$ cat config.mk
export PLATFORM = sky130hd
export DESIGN_NAME = sce_core
export DESIGN_NICKNAME = d
export VERILOG_FILES = /design/src/design/sce_core.v
export VERILOG_INCLUDE_DIRS = /design/src /design/src/design
export SDC_FILE = /design/constraint.sdc
export NUM_CORES = 1
export LEC_CHECK = 0
export BUFFER_PORTS_ARGS = -buffer_cell sky130_fd_sc_hd__buf_2
export CAP_MARGIN = 5
export CORE_ASPECT_RATIO = 1.25
export CORE_MARGIN = 8
export CORE_UTILIZATION = 57
export CTS_BUF_LIST = sky130_fd_sc_hd__clkbuf_16
export DETAILED_ROUTE_END_ITERATION = 7
export PLACE_DENSITY = 0.72
export RECOVER_POWER = 25
export SETUP_SLACK_MARGIN = 0.4
export SLEW_MARGIN = 0
export SYNTH_ARGS = -nofsm -noshare
export SYNTH_HDL_FRONTEND = slang
export SYNTH_SLANG_ARGS = --single-unit
$ cat constraint.sdc
create_clock -name mclk -period 4.51 [get_ports mclk]
set_input_delay 0.2255 -clock mclk [delete_from_list [all_inputs] [get_ports mclk]]
set_output_delay 0.2255 -clock mclk [all_outputs]
set_load 0.005 [all_outputs]
$ cat src/design/sce_map.vh
// Functional notes
// RULE_01: Async baud rate averages fref/16*(1-BAUD/65536) over 65536 reference cycles.
// RULE_02: Frame timing changes only when BAUD adds whole reference cycles per frame.
// RULE_03: Masked-address mode compares received address against stored address, skipping masked bits.
// RULE_04: Zero mask accepts one exact address; all-ones mask accepts every address.
// RULE_05: Address compare uses seven or eight bits depending on active mode.
// RULE_06: Two-address mode matches stored address or the mask field value.
// RULE_07: Range mode matches addresses from mask field up to address field inclusive.
// RULE_08: Every interrupt source has its own flag, set when its condition occurs.
// RULE_09: Writing one to enable-set enables; enable-clear disables; zeros do nothing.
// RULE_10: Interrupt request asserts when any flag and its enable are both set.
// RULE_11: Request holds until flag cleared, interrupt disabled, or unit reset.
// RULE_12: Unit keeps working in sleep while its clock runs; interrupts wake system.
// RULE_13: Registers crossing bus and core clock domains are synchronized on access. Code clocks both on mclk; register writes are not synchronised.
// RULE_14: Transmitter has one holding buffer before shifter for gapless frames.
// RULE_15: Receiver has two-entry buffer with status stored per received word.
// RULE_16: TX pin output, RX pin input, clock line either; disabled pins released.
// RULE_17: Pad select fields decide which of four pads carry TX, RX, clock.
// RULE_18: Frames of 5 to 9 data bits, 1 or 2 stops, parity, bit order.
// RULE_19: Internal clock up to half system clock; external clock up to full clock. Code takes external clock up to half mclk.
// RULE_20: Receiver rejects false start bits and low-pass filters sampled input.
// RULE_21: Receiver detects and reports buffer overflow and framing errors.
// RULE_22: Async mode transmits on divide-by-16 output, samples on divide-by-1 output.
// RULE_23: Idle line is high; each frame starts with start bit then data.
// RULE_24: Mask bit one excludes that position; mask bit zero requires exact match.
`ifndef SCE_MAP_VH
`define SCE_MAP_VH
`define SCE_REG_CTRLA     4'h0
`define SCE_REG_CTRLB     4'h1
`define SCE_REG_BAUD      4'h2
`define SCE_REG_ADDR      4'h3
`define SCE_REG_IRQ_ENABLE_CLEAR_REGISTER  4'h4
`define SCE_REG_IRQ_ENABLE_SET_REGISTER  4'h5
`define SCE_REG_IRQ_FLAG_REGISTER   4'h6
`define SCE_REG_STATUS    4'h7
`define SCE_REG_DATA      4'h8
`define SCE_REG_MATCH     4'h9
`define SCE_CA_ENABLE     1
`define SCE_CA_MODE_LO    2
`define SCE_CA_CMODE      5
`define SCE_CA_CPOL       6
`define SCE_CA_DORD       7
`define SCE_CA_FORM       8
`define SCE_CA_TRANSMIT_PAD_SELECT_LO    9
`define SCE_CA_RECEIVE_PAD_SELECT_LO    11
`define SCE_CA_AMODE_LO   13
`define SCE_CA_ADDR8      15
`define SCE_CB_CHSIZE_LO  0
`define SCE_CB_SBMODE     3
`define SCE_CB_PMODE      4
`define SCE_CB_TXEN       5
`define SCE_CB_RXEN       6
`define SCE_IF_DRE        0
`define SCE_IF_TXC        1
`define SCE_IF_RXC        2
`define SCE_IF_RXS        3
`define SCE_IF_ERR        4
`define SCE_ST_PERR       0
`define SCE_ST_FERR       1
`define SCE_ST_BUFOVF     2
`define SCE_AM_MASK       2'h0
`define SCE_AM_TWO        2'h1
`define SCE_AM_RANGE      2'h2
`define SCE_MODE_EXTCLK   3'h0
`define SCE_MODE_INTCLK   3'h1
`define SCE_OVS           5'h10
`define SCE_OVS_MID       4'h8
`define SCE_FILT_LEN      3'h3
`define SCE_CTRLA_RST     16'h0000
`define SCE_CTRLB_RST     7'h00
`define SCE_BAUD_RST      16'h0000
`endif
$ cat src/design/sce_core.v
// The address map and strobed register access were chosen for this implementation.
`include "sce_map.vh"
`default_nettype none
module sce_core (
    input  wire        mclk,
    input  wire        rst_n,
    input  wire [3:0]  regAddr,
    input  wire [15:0] regWdata,
    input  wire        regWr,
    input  wire        regRd,
    output reg  [15:0] regRdata,
    input  wire [3:0]  padIn,
    output reg  [3:0]  padOut,
    output reg  [3:0]  padOe,
    input  wire [7:0]  rxAddr,
    input  wire        rxAddrValid,
    output reg         addrMatch_ff,
    output wire        irqReq
);

    ////////////////////////////////////////////////////////////////////////
    // Configuration registers.
    reg  [15:0] ctrla_ff;
    reg  [6:0]  ctrlb_ff;
    reg  [15:0] baud_ff;
    reg  [15:0] addrReg_ff;
    reg  [4:0]  inten_ff;
    reg  [4:0]  flag_ff;
    reg  [2:0]  status_ff;

    wire        enable   = ctrla_ff[`SCE_CA_ENABLE];
    wire [2:0]  opMode   = ctrla_ff[`SCE_CA_MODE_LO +: 3];
    wire        cmode    = ctrla_ff[`SCE_CA_CMODE];
    wire        cpol     = ctrla_ff[`SCE_CA_CPOL];
    wire        dord     = ctrla_ff[`SCE_CA_DORD];
    wire        parEn    = ctrla_ff[`SCE_CA_FORM];
    wire [1:0]  transmit_pad_select     = ctrla_ff[`SCE_CA_TRANSMIT_PAD_SELECT_LO +: 2];
    wire [1:0]  receive_pad_select     = ctrla_ff[`SCE_CA_RECEIVE_PAD_SELECT_LO +: 2];
    wire [1:0]  amode    = ctrla_ff[`SCE_CA_AMODE_LO +: 2];
    wire        addr8    = ctrla_ff[`SCE_CA_ADDR8];
    wire [2:0]  chsize   = ctrlb_ff[`SCE_CB_CHSIZE_LO +: 3];
    wire        twoStop  = ctrlb_ff[`SCE_CB_SBMODE];
    wire        oddPar   = ctrlb_ff[`SCE_CB_PMODE];
    wire        txEn     = enable & ctrlb_ff[`SCE_CB_TXEN];
    wire        rxEn     = enable & ctrlb_ff[`SCE_CB_RXEN];
    wire        extClk   = (opMode == `SCE_MODE_EXTCLK);
    // Character size 0..3 means 5..8 bits, 7 means 9 bits.
    wire [3:0]  nBits    = (chsize == 3'h7) ? 4'h9 : ({1'b0, chsize} + 4'h5);

    ////////////////////////////////////////////////////////////////////////
    // Pad multiplexing and pin synchronisation.
    reg  [3:0]  padMeta_ff;
    reg  [3:0]  padSync_ff;
    reg         txLine;
    reg         sckOut;
    wire [1:0]  sckPad   = (transmit_pad_select == 2'h0) ? 2'h1 : 2'h3;
    wire        rxPin    = padSync_ff[receive_pad_select];                                  // RULE_17
    wire        sckPin   = padSync_ff[sckPad];
    // Two-register crossing for the pad inputs only; bus-written controls are not synchronised.
    always @(posedge mclk) begin
        padMeta_ff <= padIn;                                                  // RULE_13
        padSync_ff <= padMeta_ff;
    end

    always @* begin
        padOut = 4'h0;
        padOe  = 4'h0;
        if (txEn) begin                                                       // RULE_16
            padOut[{transmit_pad_select[1], 1'b0}] = txLine;                                 // RULE_17
            padOe[{transmit_pad_select[1], 1'b0}]  = 1'b1;
            if (cmode && !extClk) begin
                padOut[sckPad] = sckOut;
                padOe[sckPad]  = 1'b1;
            end
        end
    end

    ////////////////////////////////////////////////////////////////////////
    // Baud generator with internal clock: fractional accumulator in async, counter in sync.
    reg  [16:0] fracAcc_ff;
    reg  [7:0]  syncCnt_ff;
    reg         rxTick;
    reg  [3:0]  div16_ff;
    reg         txTick;
    reg         sckPrev_ff;
    wire [16:0] fracSum  = {1'b0, fracAcc_ff[15:0]} + {1'b0, 16'hFFFF - baud_ff} + 17'h00001;
    wire        sckRise  = sckPin & ~sckPrev_ff;
    wire        sckFall  = ~sckPin & sckPrev_ff;

    always @(posedge mclk) begin
        if (!rst_n || !enable) begin
            fracAcc_ff <= 17'h00000;
            syncCnt_ff <= 8'h00;
            div16_ff   <= 4'h0;
            sckOut     <= 1'b0;
            sckPrev_ff <= 1'b0;
        end else begin
            sckPrev_ff <= sckPin;
            fracAcc_ff <= fracSum;                                            // RULE_01 RULE_02
            if (rxTick)
                div16_ff <= div16_ff + 4'h1;                                  // RULE_22
            if (cmode && !extClk) begin
                if (syncCnt_ff == baud_ff[7:0]) begin
                    syncCnt_ff <= 8'h00;
                    sckOut     <= ~sckOut;                                    // RULE_19
                end else begin
                    syncCnt_ff <= syncCnt_ff + 8'h01;
                end
            end
        end
    end

    always @* begin
        rxTick = 1'b0;
        txTick = 1'b0;
        if (cmode) begin
            if (extClk) begin
                txTick = cpol ? sckFall : sckRise;
                rxTick = cpol ? sckRise : sckFall;
            end else begin
                txTick = (syncCnt_ff == baud_ff[7:0]) & ~sckOut;
                rxTick = (syncCnt_ff == baud_ff[7:0]) &  sckOut;
            end
        end else if (extClk) begin
            rxTick = sckRise;
            txTick = sckRise & (div16_ff == 4'hF);
        end else begin
            rxTick = fracSum[16];                                             // RULE_01
            txTick = fracSum[16] & (div16_ff == 4'hF);                        // RULE_22
        end
    end

    ////////////////////////////////////////////////////////////////////////
    // Transmitter: holding buffer in front of shift register.
    reg  [8:0]  txHold_ff;
    reg         txHoldFull_ff;
    reg  [11:0] txShift_ff;
    reg  [3:0]  txCnt_ff;
    reg         txBusy_ff;
    reg         txLoad;
    reg  [8:0]  txOrd;
    reg         txParity;
    integer     i;
    wire        dataWr   = regWr && (regAddr == `SCE_REG_DATA);

    always @* begin
        txOrd    = 9'h1FF;
        txParity = oddPar;
        for (i = 0; i < 9; i = i + 1) begin
            if (i < nBits) begin
                txOrd[i] = dord ? txHold_ff[i] : txHold_ff[nBits - 1 - i];
                txParity = txParity ^ txHold_ff[i];
            end
        end
        txLoad = txHoldFull_ff && (!txBusy_ff || (txTick && txCnt_ff == 4'h1));
        txLine = txBusy_ff ? txShift_ff[0] : 1'b1;                            // RULE_23
    end

    always @(posedge mclk) begin
        if (!rst_n || !txEn) begin
            txHoldFull_ff <= 1'b0;
            txHold_ff     <= 9'h000;
            txShift_ff    <= 12'hFFF;
            txCnt_ff      <= 4'h0;
            txBusy_ff     <= 1'b0;
        end else begin
            if (dataWr && !txHoldFull_ff) begin
                txHold_ff     <= regWdata[8:0];
                txHoldFull_ff <= 1'b1;                                        // RULE_14
            end else if (txLoad && txTick) begin
                txHoldFull_ff <= 1'b0;
            end
            if (txTick) begin
                if (txLoad) begin
                    // Start bit, data, optional parity, stop bits; data LSB leaves first when dord is set, MSB first otherwise.
                    // Bits above the character are ones, so the stop bits follow.
                    txShift_ff <= {3'h7, txOrd} << 1;                         // RULE_18
                    if (parEn)
                        txShift_ff[nBits + 4'h1] <= txParity;
                    txCnt_ff   <= nBits + (parEn ? 4'h1 : 4'h0) + (twoStop ? 4'h3 : 4'h2);
                    txBusy_ff  <= 1'b1;
                end else if (txBusy_ff) begin
                    txShift_ff <= {1'b1, txShift_ff[11:1]};
                    txCnt_ff   <= txCnt_ff - 4'h1;
                    if (txCnt_ff == 4'h1)
                        txBusy_ff <= 1'b0;
                end
            end
        end
    end

    ////////////////////////////////////////////////////////////////////////
    // Receiver: majority filter, start check, shifter, two-entry buffer.
    reg  [2:0]  rxFilt_ff;
    reg         rxBit_ff;
    reg  [3:0]  rxPh_ff;
    reg  [3:0]  rxCnt_ff;
    reg         rxBusy_ff;
    reg  [11:0] rxShift_ff;
    reg  [11:0] rxBuf0_ff;
    reg  [11:0] rxBuf1_ff;
    reg  [1:0]  rxLvl_ff;
    reg         rxDone;
    reg         rxSample;
    reg  [8:0]  rxWord;
    reg         rxPar;
    integer     j;
    wire        rxMaj    = (rxFilt_ff[0] & rxFilt_ff[1]) | (rxFilt_ff[1] & rxFilt_ff[2])
                         | (rxFilt_ff[0] & rxFilt_ff[2]);
    wire [3:0]  rxTotal  = nBits + (parEn ? 4'h1 : 4'h0) + 4'h1;
    wire        dataRd   = regRd && (regAddr == `SCE_REG_DATA);
    wire        rxPop    = dataRd && (rxLvl_ff != 2'h0);

    always @* begin
        rxSample = rxTick && rxBusy_ff && (cmode || rxPh_ff == `SCE_OVS_MID);
        rxDone   = rxSample && (rxCnt_ff == rxTotal);
        rxWord   = 9'h000;
        rxPar    = oddPar;
        for (j = 0; j < 9; j = j + 1) begin
            if (j < nBits) begin
                rxWord[j] = dord ? rxShift_ff[j + 1] : rxShift_ff[nBits - j];
                rxPar     = rxPar ^ rxShift_ff[j + 1];
            end
        end
        if (parEn)
            rxPar = rxPar ^ rxShift_ff[nBits + 1];
        else
            rxPar = 1'b0;
    end

    always @(posedge mclk) begin
        if (!rst_n || !rxEn) begin
            rxFilt_ff  <= 3'h7;
            rxBit_ff   <= 1'b1;
            rxPh_ff    <= 4'h0;
            rxCnt_ff   <= 4'h0;
            rxBusy_ff  <= 1'b0;
            rxShift_ff <= 12'h000;
            rxBuf0_ff  <= 12'h000;
            rxBuf1_ff  <= 12'h000;
            rxLvl_ff   <= 2'h0;
        end else begin
            if (rxTick) begin
                rxFilt_ff <= {rxFilt_ff[1:0], rxPin};                         // RULE_20
                rxBit_ff  <= rxMaj;
                rxPh_ff   <= rxPh_ff + 4'h1;
            end
            if (!rxBusy_ff && rxTick && !rxMaj && (cmode || rxBit_ff)) begin
                rxBusy_ff <= 1'b1;                                            // RULE_23
                rxPh_ff   <= 4'h0;
                rxCnt_ff  <= cmode ? 4'h1 : 4'h0;
            end else if (rxSample) begin
                if (!cmode && rxCnt_ff == 4'h0 && rxMaj) begin
                    rxBusy_ff <= 1'b0;                                        // RULE_20
                end else begin
                    rxShift_ff[rxCnt_ff] <= rxMaj;
                    rxCnt_ff <= rxCnt_ff + 4'h1;
                end
                if (rxDone)
                    rxBusy_ff <= 1'b0;
            end
            // Entry holds {bufovf, ferr, perr, data}; overflow marks the newest entry.
            if (rxDone && rxLvl_ff == 2'h2 && !rxPop) begin
                rxBuf1_ff[11] <= 1'b1;                                        // RULE_21
            end else if (rxDone) begin
                if ((rxLvl_ff == 2'h0) || (rxLvl_ff == 2'h1 && rxPop))
                    rxBuf0_ff <= {1'b0, ~rxMaj, rxPar, rxWord};               // RULE_15 RULE_21
                else
                    rxBuf1_ff <= {1'b0, ~rxMaj, rxPar, rxWord};
                if (rxPop && rxLvl_ff == 2'h2)
                    rxBuf0_ff <= rxBuf1_ff;
                if (!rxPop)
                    rxLvl_ff <= rxLvl_ff + 2'h1;
            end else if (rxPop) begin
                rxBuf0_ff <= rxBuf1_ff;
                rxLvl_ff  <= rxLvl_ff - 2'h1;
            end
        end
    end

    ////////////////////////////////////////////////////////////////////////
    // Address match.
    reg         nxt_match;
    wire [7:0]  aMask    = addr8 ? 8'hFF : 8'h7F;                             // RULE_05
    wire [7:0]  aAddr    = addrReg_ff[7:0] & aMask;
    wire [7:0]  aAmsk    = addrReg_ff[15:8] & aMask;
    wire [7:0]  aRx      = rxAddr & aMask;

    always @* begin
        case (amode)
            `SCE_AM_MASK:  nxt_match = ((aRx ^ aAddr) & ~aAmsk) == 8'h00;     // RULE_03 RULE_04 RULE_24
            `SCE_AM_TWO:   nxt_match = (aRx == aAddr) || (aRx == aAmsk);      // RULE_06
            `SCE_AM_RANGE: nxt_match = (aRx <= aAddr) && (aRx >= aAmsk);      // RULE_07
            default:       nxt_match = 1'b0;
        endcase
    end

    always @(posedge mclk) begin
        if (!rst_n)
            addrMatch_ff <= 1'b0;
        else if (rxAddrValid)
            addrMatch_ff <= nxt_match;
    end

    ////////////////////////////////////////////////////////////////////////
    // Interrupt flags and request.
    reg  [4:0]  flagSet;
    reg         txcLast_ff;
    wire [4:0]  flagClr  = (regWr && regAddr == `SCE_REG_IRQ_FLAG_REGISTER) ? regWdata[4:0] : 5'h00;

    always @* begin
        flagSet = 5'h00;
        flagSet[`SCE_IF_DRE] = txEn & ~txHoldFull_ff;                         // RULE_08
        flagSet[`SCE_IF_TXC] = txcLast_ff & ~txBusy_ff & ~txHoldFull_ff;
        flagSet[`SCE_IF_RXC] = rxLvl_ff != 2'h0;
        flagSet[`SCE_IF_RXS] = rxTick & ~rxBusy_ff & ~rxMaj & rxBit_ff & rxEn;
        flagSet[`SCE_IF_ERR] = rxDone & (~rxMaj | rxPar | (rxLvl_ff == 2'h2 && !rxPop));
    end

    always @(posedge mclk) begin
        if (!rst_n) begin
            ctrla_ff   <= `SCE_CTRLA_RST;
            ctrlb_ff   <= `SCE_CTRLB_RST;
            baud_ff    <= `SCE_BAUD_RST;
            addrReg_ff <= 16'h0000;
            inten_ff   <= 5'h00;
            flag_ff    <= 5'h00;
            status_ff  <= 3'h0;
            txcLast_ff <= 1'b0;
        end else begin
            txcLast_ff <= txBusy_ff | txHoldFull_ff;
            flag_ff    <= (flag_ff & ~flagClr) | flagSet;                     // RULE_08 RULE_11
            status_ff  <= rxLvl_ff == 2'h0 ? 3'h0 : rxBuf0_ff[11:9];
            if (regWr) begin
                case (regAddr)
                    // Frame setup only changes while the unit is disabled.
                    `SCE_REG_CTRLA: ctrla_ff <= enable ?
                        {ctrla_ff[15:2], regWdata[1], 1'b0} : {regWdata[15:1], 1'b0};
                    `SCE_REG_CTRLB: ctrlb_ff <= enable ?
                        {regWdata[6:5], ctrlb_ff[4:0]} : regWdata[6:0];
                    `SCE_REG_BAUD:  if (!enable) baud_ff <= regWdata;
                    `SCE_REG_ADDR:  addrReg_ff <= regWdata;
                    `SCE_REG_IRQ_ENABLE_SET_REGISTER: inten_ff <= inten_ff | regWdata[4:0];  // RULE_09
                    `SCE_REG_IRQ_ENABLE_CLEAR_REGISTER: inten_ff <= inten_ff & ~regWdata[4:0]; // RULE_09
                    default: ;
                endcase
                if (regAddr == `SCE_REG_CTRLA && regWdata[0]) begin
                    ctrla_ff   <= `SCE_CTRLA_RST;
                    ctrlb_ff   <= `SCE_CTRLB_RST;
                    baud_ff    <= `SCE_BAUD_RST;
                    addrReg_ff <= 16'h0000;
                    inten_ff   <= 5'h00;
                    flag_ff    <= 5'h00;
                end
            end
        end
    end

    // Request is level; it runs on mclk alone so it can wake the system.
    assign irqReq = |(flag_ff & inten_ff);                                    // RULE_10 RULE_11 RULE_12

    ////////////////////////////////////////////////////////////////////////
    // Read port.
    always @(posedge mclk) begin
        if (!rst_n) begin
            regRdata <= 16'h0000;
        end else if (regRd) begin
            case (regAddr)
                `SCE_REG_CTRLA:    regRdata <= ctrla_ff;
                `SCE_REG_CTRLB:    regRdata <= {9'h000, ctrlb_ff};
                `SCE_REG_BAUD:     regRdata <= baud_ff;
                `SCE_REG_ADDR:     regRdata <= addrReg_ff;
                `SCE_REG_IRQ_ENABLE_CLEAR_REGISTER: regRdata <= {11'h000, inten_ff};
                `SCE_REG_IRQ_ENABLE_SET_REGISTER: regRdata <= {11'h000, inten_ff};
                `SCE_REG_IRQ_FLAG_REGISTER:  regRdata <= {11'h000, flag_ff};
                `SCE_REG_STATUS:   regRdata <= {13'h0000, status_ff};
                `SCE_REG_DATA:     regRdata <= {7'h00, rxBuf0_ff[8:0]};
                `SCE_REG_MATCH:    regRdata <= {15'h0000, addrMatch_ff};
                default:           regRdata <= 16'h0000;
            endcase
        end else begin
            regRdata <= 16'h0000;
        end
    end

endmodule
`default_nettype wire

==> reports/metrics.cfg <==
[run_status]
status = complete, but fails checks
violations = capacitance limit, slew limit

[sta]
hold_violations = 0
finClkSkew_ns = 0.0148
relSlewSlack_pct = -67.9
max_freq_ghz = 0.250
min_period_ns = 3.99
hold_slack_ns = 0.00854
tightest_slew_ns = 2.52
final-setup-viol-count = 0
tns_ns = 0
rsz0062_at_grt = false
slew_violations = 97
final.period_utilization_pct = 88.6

[global_route]
overflow = 0
grt_pass1_vias = 10735
antenna_found_initial = 1
grt_usage_pct = 26.8
grt_max_degree = 56
grt_pass1_wl_mm = 57.7

[finish]
finalInstanceArea_um2 = 13500
area_growth_pct = 10.8
final_cell_mix = dfxtp_1 (200), nand2_1 (186), nor2_1 (175)
nFillCells = 1907
nets = 1683
drive_above_1_share_pct = 9.13
final_cells = 1869
final_common_cell = dfxtp_1

[clock_tree]
cts_num_sinks = 201
cts_root_buffer = clkbuf_16
cts_buffer_depth = 3
cts.clk_slew.worst_paths_ns = 0.07
clk_latency_ns = 0.50
numCtsBuffers = 20
htree_levels = 1
cts_tree = built

[synth]
synth_area_um2 = 12200
synth_cell_type_count = 81
synth_nets = 1647
synthFlopType = dfxtp_1
ys_warn_count = 0
synth_top_area_cell = dfxtp_1
synth_fa_ha_area_share_pct = 7.49
synth_top_cell_area_share_pct = 33.0
synth_top_family_by_area = simple AND/OR/NAND/NOR gates
synth-edff-count = 0
synthTopCellsByArea = dfxtp_1 (33%), ha_1 (7.1%), mux2i_1 (6.4%)
synth-seq-cells = 201
synth_seq_area_share_pct = 33.0
yosys.area_share.simple_pct = 22.8
syn_inst = 1539
synthMuxAreaShare_pct = 7.70
async_flop_share_pct = 0
synth_compound_area_share_pct = 18.7
synth-xor-area-share_pct = 5.44
syn_avg_cell_area_um2 = 7.92

[power]
ir_drop_mv = 0.277
design_power_total_mw = 3.93
p_leak_nw = 4.95
power_density_nw_per_um2 = 291

[placement]
post_dp_cell_area_um2 = 12700
gp_congestion = 0.973
hpwl_mm = 27.0
post-place-cells = 1825
io_buffers = 62

[die]
row_count = 60
die_w_um = 147
fp.dieH_um = 179
ios = 63
die-area_um2 = 26300
start_util_pct = 57.4
coreArea_um2 = 21200

[critical_path]
path_max_fanout = 13
start_kind = register
crit_path_end_kind = register
cp_data_required_time_ns = 4.93
cp.arrival_ns = 4.41
critical_path_class = reg2reg

[detailed_routing]
dr.first_iter.drc_count = 886
wl_per_cell_um = 19.7
drc = 0
drt-total-wl_mm = 36.9
ant_nets = 0
wl_met3_mm = 2.08
wl_met2_mm = 18.3
vias = 11440
routed_via_density = 6.12
wl_met1_mm = 14.2
drtPass1Iterations = 5
top_layer_used = met4

[flow_run]
max-cap-violations = 2

[min_path]
hp-class = in2reg

path summary, 6_finish.rpt:
path                                 endpoint  depth (start not counted)  slack [ns]                startpoint
setup / recovery    rxBuf0_ff[7]$_SDFFE_PP0P_                         12        0.52  ctrlb_ff[1]$_SDFFE_PN0P_
hold / removal    addrReg_ff[14]$_SDFFE_PN0P_                          3       0.009              regWdata[14]
setup reg to reg    rxBuf0_ff[7]$_SDFFE_PP0P_                         12        0.52  ctrlb_ff[1]$_SDFFE_PN0P_
hold reg to reg         padSync_ff[3]$_DFF_P_                          0        0.33     padMeta_ff[3]$_DFF_P_
synth_stat cells, types with 30 or more instances:
library cell  number
dfxtp_1          201
nand2_1          186
nor2_1           175
a21oi_1          140
nand3_1           99
mux2i_1           78
ha_1              69
inv_1             59
clkbuf_1          55
o21ai_0           52
xnor2_1           38
xor2_1            30
metal layers:
layer  GRT usage (%)  vias to the layer above
met1            30.2                     5358
met5               0                        -
met3            3.49                      135
met4            16.1                        0
li1                -                     5501
met2            47.2                      446
repair_timing:
action	in CTS	in global routing
hold endpoints to repair	5	0
hold buffers	5	0
buffers inserted	0	1
cloned	0	1
endpoints found under the setup margin	5	38
resized for setup	0	5
report_power, final:
group          internal, mW  switching (mW)
combinational         0.116           0.210
clock                  1.08           0.727
sequential             1.79          0.0142
cell families after synthesis:
family / Yosys count
AO/OA/AOI/OAI: 364
XOR/XNOR: 71
AND/OR/NAND/NOR: 599
buffers and inverters: 146
adder cells (fa/ha/maj): 72
multiplexers: 86
flip-flops: 201
stage by stage:
stage	worst slack [ns]	utilization [%]
2_1_floorplan	0.652	-
3_3_place_gp	0.458	59.9
3_5_place_dp	0.372	59.9
4_1_cts	0.372	63.4
5_1_grt	0.405	63.6
6_report	0.516	63.6
worst max-delay path: stages, from the launching register on:
cell and delay [ns]:
dfxtp_2 0.38, ha_1 0.26, or2_2 0.41, clkinvlp_4 0.25
ha_1 0.33, nor2b_1 0.10, a211oi_1 0.79, buf_4 0.26
mux2_2 0.32, o21ai_1 0.20, and3_1 0.28, nand2_1 0.09
a311oi_1 0.24
final cells by class:
type	count	area (um^2)	area share, %
clock buffer	21	526	3.89
tap	279	349	2.58
antenna	1	2.50	0.0185
sequential	201	4030	29.8
inverter	62	239	1.77
timing repair buffer	97	572	4.23
multi-input combinational	1193	7610	56.3
clock inverter	15	185	1.37
sequential cells by signal, summed over array words and instances (netlist names), 7 cells and up:
register	cells
addrReg_ff	16
baud_ff	16
fracAcc_ff	16
regRdata	16
ctrla_ff	15
rxBuf0_ff	12
rxBuf1_ff	12
rxShift_ff	12
txShift_ff	12
txHold_ff	9
syncCnt_ff	8
ctrlb_ff	7
Power figures use the tool's default switching activity.
